[src/common/amp_diag_pkg.sv]
// Constants of the amplifier control and diagnostic register bank.
// Assumes a byte-wide two-wire target bus and 8-bit registers.
package amp_diag_pkg;
  localparam logic [6:0] DEV_ADDR7     = 7'h6C;
  localparam logic [7:0] OFS_FAULT     = 8'h01;
  localparam logic [7:0] OFS_STATUS    = 8'h02;
  localparam logic [7:0] OFS_CTRL      = 8'h03;
  localparam logic [7:0] FAULT_RST     = 8'h00;
  localparam logic [7:0] CTRL_RST      = 8'h78;
  localparam logic [7:0] FAULT_USED    = 8'hFC;
  localparam int         GAIN_MSB      = 7;
  localparam int         GAIN_LSB      = 6;
  localparam int         LIM_MSB       = 5;
  localparam int         LIM_LSB       = 3;
  localparam int         FREQ_BIT      = 0;
  localparam logic [3:0] BITS_PER_BYTE = 4'h8;
  typedef enum logic [3:0] {
    ST_IDLE, ST_ADDR, ST_ADDR_ACK, ST_SUB, ST_SUB_ACK, ST_WR, ST_WR_ACK, ST_RD, ST_MACK
  } bus_state_e;
endpackage

[src/core/amp_diag_regs.sv]
// Two-wire target with latched fault, live status and control registers.
// Assumes bus pins are already synchronous to i_core_clk and slow against it.
// Function
// - Answer only device address, master starts all.
// - Decode fault, status and control at 1..3.
// - Fault register zero by default, bits 1:0 reserved.
// - Fault bit 2 latches load diagnostic fault.
// - Fault bit 3 latches overcurrent shutdown.
// - Fault bit 4 latches supply undervoltage.
// - Fault bit 5 latches supply overvoltage.
// - Fault bit 6 latches output offset trip.
// - Fault bit 7 latches overheat shutdown.
// - Status register zero when nothing reported.
// - Status bits 0/1 show supply/ground shorts.
// - Status bit 2 shows open load.
// - Status bit 3 shows shorted load.
// - Status bits 7:4 show play/mute/diagnostic/fault.
// - Control resets 0x78, bits 7:6 select gain.
// - Control bit 0 selects switching frequency.
// - Control bits 5:3 select peak limiter.
// - Low limiter codes give tighter limits.
// - Without master, defaults apply, fault pin reports.
// - Fault pin pulled low while stage forced idle.
// - Register pointer advances after each data byte written or read byte acknowledged.
`timescale 1ns/100ps
module amp_diag_regs (
  // Clock and reset
  input  wire logic       i_core_clk,
  input  wire logic       i_rst_n,
  // Bus pins
  input  wire logic       i_scl,
  input  wire logic       i_sda,
  output logic            o_sda,
  output logic            o_sda_oe,
  // Fault events
  input  wire logic       i_ev_load_diag,
  input  wire logic       i_ev_overcurrent,
  input  wire logic       i_ev_undervoltage,
  input  wire logic       i_ev_overvoltage,
  input  wire logic       i_ev_dc_offset,
  input  wire logic       i_ev_overheat_shutdown,
  // Live status
  input  wire logic       i_short_to_supply,
  input  wire logic       i_short_to_ground,
  input  wire logic       i_open_load,
  input  wire logic       i_shorted_load,
  input  wire logic       i_in_fault,
  input  wire logic       i_in_diag,
  input  wire logic       i_in_mute,
  input  wire logic       i_in_play,
  // Fault pin
  input  wire logic       i_stage_hiz_fault,
  output logic            o_fault_n,
  output logic            o_fault_oe,
  // Control outputs
  output logic [1:0]      o_gain_sel,
  output logic            o_sw_freq_sel,
  output logic [2:0]      o_limiter_sel
);
  amp_diag_pkg::bus_state_e st_q, st_d;
  logic [3:0] bit_q, bit_d;
  logic [7:0] sh_q, sh_d, ptr_q, ptr_d, ctrl_q, ctrl_d, fault_q, fault_d;
  logic       rw_q, rw_d, oe_q, oe_d, scl_q, sda_q, pin_q;
  logic       rise, fall, start, stop, rd_fault;
  logic [7:0] ev, status;

  assign rise  = i_scl && !scl_q;
  assign fall  = !i_scl && scl_q;
  assign start = i_scl && scl_q && sda_q && !i_sda;
  assign stop  = i_scl && scl_q && !sda_q && i_sda;
  assign ev = {i_ev_overheat_shutdown, i_ev_dc_offset, i_ev_overvoltage, i_ev_undervoltage,
               i_ev_overcurrent, i_ev_load_diag, 2'b00};
  assign status = {i_in_play, i_in_mute, i_in_diag, i_in_fault,
                   i_shorted_load, i_open_load, i_short_to_ground, i_short_to_supply};

  // Unmapped pointers read as zero so a long burst cannot alias the bank.
  function automatic logic [7:0] reg_read(input logic [7:0] p, input logic [7:0] f,
                                          input logic [7:0] s, input logic [7:0] c);
    logic [7:0] r;
    r = 8'h00;
    if (p == amp_diag_pkg::OFS_FAULT) r = f;
    else if (p == amp_diag_pkg::OFS_STATUS) r = s;
    else if (p == amp_diag_pkg::OFS_CTRL) r = c;
    return r;
  endfunction

  always_comb begin
    st_d     = st_q;
    bit_d    = bit_q;
    sh_d     = sh_q;
    ptr_d    = ptr_q;
    rw_d     = rw_q;
    oe_d     = oe_q;
    ctrl_d   = ctrl_q;
    rd_fault = 1'b0;
    if (start) begin
      st_d  = amp_diag_pkg::ST_ADDR;
      bit_d = 4'h0;
      oe_d  = 1'b0;
    end else if (stop) begin
      st_d = amp_diag_pkg::ST_IDLE;
      oe_d = 1'b0;
    end else begin
      unique case (st_q)
        amp_diag_pkg::ST_IDLE: begin
          oe_d = 1'b0;
        end
        amp_diag_pkg::ST_ADDR, amp_diag_pkg::ST_SUB, amp_diag_pkg::ST_WR: begin
          if (rise) begin
            sh_d  = {sh_q[6:0], i_sda};
            bit_d = bit_q + 4'h1;
          end else if (fall && bit_q == amp_diag_pkg::BITS_PER_BYTE) begin
            oe_d = 1'b1;
            if (st_q == amp_diag_pkg::ST_ADDR) begin
              if (sh_q[7:1] == amp_diag_pkg::DEV_ADDR7) begin
                st_d = amp_diag_pkg::ST_ADDR_ACK;
                rw_d = sh_q[0];
              end else begin
                st_d = amp_diag_pkg::ST_IDLE;
                oe_d = 1'b0;
              end
            end else if (st_q == amp_diag_pkg::ST_SUB) begin
              st_d  = amp_diag_pkg::ST_SUB_ACK;
              ptr_d = sh_q;
            end else begin
              st_d = amp_diag_pkg::ST_WR_ACK;
              if (ptr_q == amp_diag_pkg::OFS_CTRL) ctrl_d = sh_q;
            end
          end
        end
        amp_diag_pkg::ST_ADDR_ACK, amp_diag_pkg::ST_SUB_ACK, amp_diag_pkg::ST_WR_ACK: begin
          if (fall) begin
            bit_d = 4'h0;
            oe_d  = 1'b0;
            if (st_q == amp_diag_pkg::ST_WR_ACK) ptr_d = ptr_q + 8'h01;
            if (st_q == amp_diag_pkg::ST_ADDR_ACK && rw_q) begin
              st_d     = amp_diag_pkg::ST_RD;
              sh_d     = reg_read(ptr_q, fault_q, status, ctrl_q);
              oe_d     = !sh_d[7];
              rd_fault = (ptr_q == amp_diag_pkg::OFS_FAULT);
            end else if (st_q == amp_diag_pkg::ST_ADDR_ACK) begin
              st_d = amp_diag_pkg::ST_SUB;
            end else begin
              st_d = amp_diag_pkg::ST_WR;
            end
          end
        end
        amp_diag_pkg::ST_RD: begin
          if (rise) begin
            bit_d = bit_q + 4'h1;
          end else if (fall) begin
            if (bit_q == amp_diag_pkg::BITS_PER_BYTE) begin
              st_d = amp_diag_pkg::ST_MACK;
              oe_d = 1'b0;
            end else begin
              sh_d = {sh_q[6:0], 1'b0};
              oe_d = !sh_q[6];
            end
          end
        end
        amp_diag_pkg::ST_MACK: begin
          if (rise) begin
            if (i_sda) st_d = amp_diag_pkg::ST_IDLE;
            else ptr_d = ptr_q + 8'h01;
          end else if (fall) begin
            st_d     = amp_diag_pkg::ST_RD;
            bit_d    = 4'h0;
            sh_d     = reg_read(ptr_q, fault_q, status, ctrl_q);
            oe_d     = !sh_d[7];
            rd_fault = (ptr_q == amp_diag_pkg::OFS_FAULT);
          end
        end
      endcase
    end
    // A read clears the copy just sent; an event in the same cycle still sets.
    fault_d = ((rd_fault ? amp_diag_pkg::FAULT_RST : fault_q) | ev)
              & amp_diag_pkg::FAULT_USED;
  end

  always_ff @(posedge i_core_clk or negedge i_rst_n) begin
    if (!i_rst_n) begin
      st_q    <= amp_diag_pkg::ST_IDLE;
      bit_q   <= 4'h0;
      sh_q    <= 8'h00;
      ptr_q   <= 8'h00;
      rw_q    <= 1'b0;
      oe_q    <= 1'b0;
      ctrl_q  <= amp_diag_pkg::CTRL_RST;
      fault_q <= amp_diag_pkg::FAULT_RST;
      scl_q   <= 1'b1;
      sda_q   <= 1'b1;
      pin_q   <= 1'b0;
    end else begin
      st_q    <= st_d;
      bit_q   <= bit_d;
      sh_q    <= sh_d;
      ptr_q   <= ptr_d;
      rw_q    <= rw_d;
      oe_q    <= oe_d;
      ctrl_q  <= ctrl_d;
      fault_q <= fault_d;
      scl_q   <= i_scl;
      sda_q   <= i_sda;
      pin_q   <= i_stage_hiz_fault;
    end
  end

  assign o_sda         = 1'b0;
  assign o_sda_oe      = oe_q;
  assign o_fault_n     = 1'b0;
  assign o_fault_oe    = pin_q;
  assign o_gain_sel    = ctrl_q[amp_diag_pkg::GAIN_MSB:amp_diag_pkg::GAIN_LSB];
  assign o_sw_freq_sel = ctrl_q[amp_diag_pkg::FREQ_BIT];
  assign o_limiter_sel = ctrl_q[amp_diag_pkg::LIM_MSB:amp_diag_pkg::LIM_LSB];
endmodule

[config.mk]
export PLATFORM = sky130hd
export DESIGN_NAME = amp_diag_regs
export DESIGN_NICKNAME = d
export VERILOG_FILES = /design/src/common/amp_diag_pkg.sv /design/src/core/amp_diag_regs.sv
export SDC_FILE = /design/constraint.sdc
export NUM_CORES = 1
export LEC_CHECK = 0
export BUFFER_PORTS_ARGS = -buffer_cell sky130_fd_sc_hd__buf_2
export CAP_MARGIN = 20
export CORE_AREA = 2 2 59 89
export CTS_BUF_LIST = sky130_fd_sc_hd__clkbuf_8
export DETAILED_ROUTE_END_ITERATION = 7
export DIE_AREA = 0 0 61 91
export PLACE_DENSITY = 0.8
export SETUP_SLACK_MARGIN = 0.05
export SYNTH_ARGS = -nofsm -noshare
export SYNTH_HDL_FRONTEND = slang
export SYNTH_SLANG_ARGS = --single-unit
[constraint.sdc]
create_clock -name i_core_clk -period 2.6 [get_ports i_core_clk]
set_input_delay 0.39 -clock i_core_clk [delete_from_list [all_inputs] [get_ports i_core_clk]]
set_output_delay 0.39 -clock i_core_clk [all_outputs]
set_load 0.03 [all_outputs]
# After elaboration in Yosys (flattened, before gate mapping)
# Cells that the tools add are included.
[word_totals]
out_inout_bits = 10
reg_bits = 43
word_cells = 167
[classes]
bitwise_logic = 6
addsub = 2
mux = 76
n_eq_ne = 41
reduce_logical = 31
[op_table]
columns = ["op", "n"]
rows = [
  ["8-bit 2-to-1 mux", 30],
  ["4-bit 2-to-1 mux", 17],
  ["2-bit inequality test, second input constant", 16],
  ["4-bit inequality test, second input constant", 8],
  ["8-bit case mux with 4 select lines", 1],
  ["8-bit case mux with 3 select lines", 1],
  ["11-bit AND reduction", 2],
  ["1-bit 2-to-1 mux", 19],
  ["4-bit by 3-bit equality test with 1-bit output, second input constant", 4],
  ["8-bit by 2-bit equality test with 1-bit output, second input constant", 2],
  ["4-bit case mux with 4 select lines", 1],
  ["7-bit AND reduction", 2],
  ["4-bit case mux with 3 select lines", 1],
  ["5-bit inequality test, second input constant", 2],
  ["1-bit logical AND", 9],
  ["9-bit AND reduction", 1],
  ["8-bit by 1-bit adder with 8-bit output, second input constant", 1],
  ["4-bit by 2-bit equality test with 1-bit output, second input constant", 2],
  ["4-bit equality test, second input constant", 2],
  ["8-bit by 1-bit equality test with 1-bit output, second input constant", 1],
  ["8-bit OR", 1],
  ["8-bit AND reduction", 1],
  ["4-bit nonzero test", 2],
  ["7-bit equality test, second input constant", 1],
  ["other kinds (16)", 29],
]

# Longest topological paths before layout
[depth]
word_depth = 15
depth_mapped = 9
mapped_depth_nobuf = 7

# Least setup slack after synthesis
# OpenSTA, ideal clock, no wires.
[synth_timing]
path_kind = "flip-flop to flip-flop"
startpoint = "register scl_q"
endpoint = "register bit_q[0]"
slack_ps = 323
setup_time_ps = 125
stages_incl_launch_ff = 9
n_path_buf = 1
t_arrival_ps = 2152
cell_sequence = "dfstp_2 -> inv_1 -> ha_1 -> buf_2 -> or4b_1 -> a211o_1 -> o211a_1 -> a21o_1 -> mux2_2"
[synth_via]
elab_chain_cells = 6
elab_cells_between_ends = 18
classes_between = "eq/ne: 3; mux: 5; reduce/logical: 10"
[synth_lines]
columns = ["item", "line", "source"]
rows = [
  ["start, declared", "amp_diag_regs.sv:63", "logic rw_q, rw_d, oe_q, oe_d, scl_q, sda_q, pin_q;"],
  ["start signal, assigned", "amp_diag_regs.sv:202", "scl_q <= i_scl;"],
  ["1-bit logical AND", "amp_diag_regs.sv:68", "assign fall = !i_scl && scl_q;"],
  ["4-bit 2-to-1 mux (2 in series)", "-", ""],
  ["4-bit case mux with 3 select lines", "-", ""],
  ["4-bit 2-to-1 mux", "-", ""],
  ["4-bit 2-to-1 mux", "amp_diag_regs.sv:96", "if (start) begin"],
  ["end signal, assigned", "amp_diag_regs.sv:195", "bit_q <= bit_d;"],
  ["end, declared", "amp_diag_regs.sv:61", "logic [3:0] bit_q, bit_d;"],
]
# Several ways; a longest one is shown, not always the timed one. The select of a mux whose other input is x is not followed.
# A chain may end at the register's enable or synchronous reset.

# Final worst setup path
# Ends and elaborated chain as after synthesis.

==> metrics.md <==
| Metric | Value |
|---|---|
| Status | `finished, final reports clean` |
| Starting Density | `59.48%` |
| Synth top cells by count | `dfrtp_1 (37), nand2_1 (25), nor2_1 (20)` |
| Detail Route Antenna Nets | `0` |
| Synth cell types | `68` |
| Leakage | `1.305 nW` |
| Drt wl/cell | `17.55 um` |
| Cell taking the most area after synthesis | `dfrtp_1` |
| Reg2Reg Setup Slack | `between 0.2 and 0.25 ns` |
| Post-cts resize count | `0` |
| Avg Inst Size Synth | `9.396 sq um` |
| Slew @ Worst Pin | `0.6057 ns` |
| Max-cap violations | `0` |
| WL final | `6.896 mm` |
| Largest fanout on the critical path | `9` |
| Post-CTS setup buffer count | `0` |
| Data required time at the worst endpoint | `~2.8 ns` |
| Post-layout util | `65.15%` |
| Die area | `0.005551 sq mm` |
| Met1 WL | `2.795 mm` |
| GRT Resource Usage Total | `27.78%` |
| RSZ-0062 raised after global routing | `false` |
| Yosys warns | `0` |
| Largest net degree at the start of global routing | `29` |
| Slew Limit Fails | `0` |
| Top cells by area, synth | `dfrtp_1 (33%), dfstp_2 (5.6%), mux2_2 (4.8%)` |
| Clock latency on the worst-skew pair | `0.30 ns` |
| Crit end category | `flip-flop` |
| I/O pin count | `29` |
| Ys async rst share | `100.0%` |
| Metal2 WL | `3.652 mm` |
| Grt ovf | `0` |
| Max rail drop VDD | `0.5741 mV` |
| Residual DRC | `0` |
| Slew HR | `59.05%` |
| Clock-pin slew on the worst setup and hold paths | `0.09 ns` |
| Fin crit share | `between 90% and 100%` |
| CP arrival | `2.54 ns` |
| Seq/Total Area, Yosys | `38.18%` |
| Mapped cell area | `0.002838 sq mm` |
| Vias in the first global route | `2431` |
| Clk buf depth | `2` |
| Met3 WL | `roughly 260 um` |
| CTS Sinks | `43` |
| Filler cell count in the final layout | `413` |
| Final setup vio count | `0` |
| Die Height | `91 um` |
| Fmax | `425.2 MHz` |
| Hold Buf Count CTS | `0` |
| First drt pass iteration count | `4` |
| Vias | `2383` |
| Num CTS Buffers | `5` |
| Crit path time final | `2.352 ns` |
| DR top layer | `met4` |
| Horiz. Die Dim | `61 um` |
| Mapped Cells | `302` |
| DPL Wire Length | `5.132 mm` |
| Final Hold Vio Count | `0` |
| CP startpoint kind | `flip-flop` |
| Final nets | `353` |
| Worst Path Class, Setup | `reg -> reg` |
| Global-route wire length before repair | `11.63 mm` |
| Port bufs | `26` |
| Power Dens Cells | `959.2 mW/mm^2` |
| Seq cells post-synth | `43` |
| Layout cells sized above 1 | `23.55%` |
| Hold Path Class | `in -> async` |
| Area grow syn2layout | `9.524%` |
| Initial antenna violation count | `0` |
| Setup TNS | `0 ns` |
| Diodes inserted | `0` |
| Most frequent cell after synthesis | `dfrtp_1` |
| Synth top area share | `between 30% and 40%` |
| Vias per cell | `just over 6` |
| Core region area | `0.004771 sq mm` |
| Root buffer cell | `clkbuf_8` |
| H-tree levels | `2` |
| TritonCTS clock tree | `built` |
| GPL Wtd Cong | `0.9475` |
| EDFF count, synth | `0` |
| Std-Cell Rows | `31` |
| Main synth FF type | `dfrtp_1` |
| Final clock skew | `0.002597 ns` |
| 1st-iter DRT viols | `190` |
area by class of cell:
type	count	area (sq um)	share of cell area, %
clock buffers	5	68.82	2.214
clock inverters	3	20.02	0.6441
inverters	13	48.80	1.570
multi-input cells	224	1577	50.72
flip-flops and latches	43	1084	34.86
well taps	66	82.58	2.657
repair buffers	39	227.7	7.327
cell families (layout without fill, tap and decap cells):
kind of cell,Yosys count,after routing,synth area share [%]
buf+inv,36,60,6.393
fa+ha+maj,8,8,3.527
xor+xnor,1,1,0.3087
simple gates,103,103,21.12
compound gates,87,87,21.39
other cells,1,2,0.1321
mux,23,23,8.951
flops,43,43,38.18
metal layers:
| layer | global-route usage (%) | up-vias |
|---|---|---|
| li1 | - | 1160 |
| met1 | 33.70 | 1136 |
| met2 | 47.13 | 70 |
| met3 | 4.274 | 17 |
| met4 | 11.59 | 0 |
| met5 | 0 | - |
stage by stage:
stage	setup WS (ns)	std cells	hold WS [ns]	instance area (sq um)	power (mW)
finish	0.2480	393	0.0008124	3108	2.981
global route	0.1680	393	0.02528	3108	3.204
CTS	0.2553	393	0.01769	3108	2.964
detailed placement	0.2715	385	0.3419	3019	2.525
global placement	0.2982	385	0.3454	3019	2.489
floorplan	0.3234	303	0.09441	2841	2.139
critical path: stages, from the launching register on:
cell and delay [ns]:
dfstp_2 0.55, inv_1 0.04, ha_1 0.28, or4b_1 0.53
a211o_1 0.30, o211a_1 0.14, a21o_1 0.15, mux2_2 0.25
placed cells by master (no fill, tap or decap), drive strengths merged, types with 3 or more instances in the layout:
| cell | netlist | layout |
|---|---|---|
| mux2i | 4 | 4 |
| a21oi | 17 | 17 |
| ha | 8 | 8 |
| nor2b | 4 | 4 |
| o31ai | 3 | 3 |
| nand2b | 3 | 3 |
| o2bb2ai | 3 | 3 |
| nor2 | 21 | 21 |
| a2bb2oi | 5 | 5 |
| nand4b | 3 | 3 |
| nand2 | 25 | 25 |
| nand3b | 7 | 7 |
| o21ai | 21 | 21 |
| buf | 18 | 39 |
| dfrtp | 37 | 37 |
| nor4 | 3 | 3 |
| inv | 13 | 13 |
| clkbuf | 5 | 5 |
| mux2 | 19 | 19 |
| or3 | 3 | 3 |
| nor3 | 8 | 8 |
| a21o | 8 | 8 |
| a31oi | 6 | 6 |
| dfstp | 6 | 6 |
| nand3 | 10 | 10 |
flip-flops by register name (all words and copies together) (netlist names):
signal	cells
bit_q	4
ctrl_q	8
fault_q	6
o_fault_oe	1
o_sda_oe	1
ptr_q	8
rw_q	1
scl_q	1
sda_q	1
sh_q	8
st_q	4
power breakdown:
group / switching, mW / internal, mW
combinational: 0.818 / 0.627
clock: 0.251 / 0.187
sequential: 0.264 / 0.834
total: 1.33 / 1.65
path summary, 6_finish.rpt:
kind / start / endpoint / depth (start not counted)
setup / recovery: scl_q$_DFF_PN1_ / bit_q[0]$_DFFE_PN0P_ / 7
setup reg to reg: scl_q$_DFF_PN1_ / bit_q[0]$_DFFE_PN0P_ / 7
min in group i_core_clk: i_stage_hiz_fault / o_fault_oe$_DFF_PN0_ / 1
hold reg to reg: fault_q[6]$_DFF_PN0_ / fault_q[6]$_DFF_PN0_ / 1
max in group asynchronous: i_rst_n / ctrl_q[5]$_DFFE_PN1P_ / 2
hold / removal: i_rst_n / st_q[3]$_DFFE_PN0P_ / 1
(Power assumes the default switching activity.)
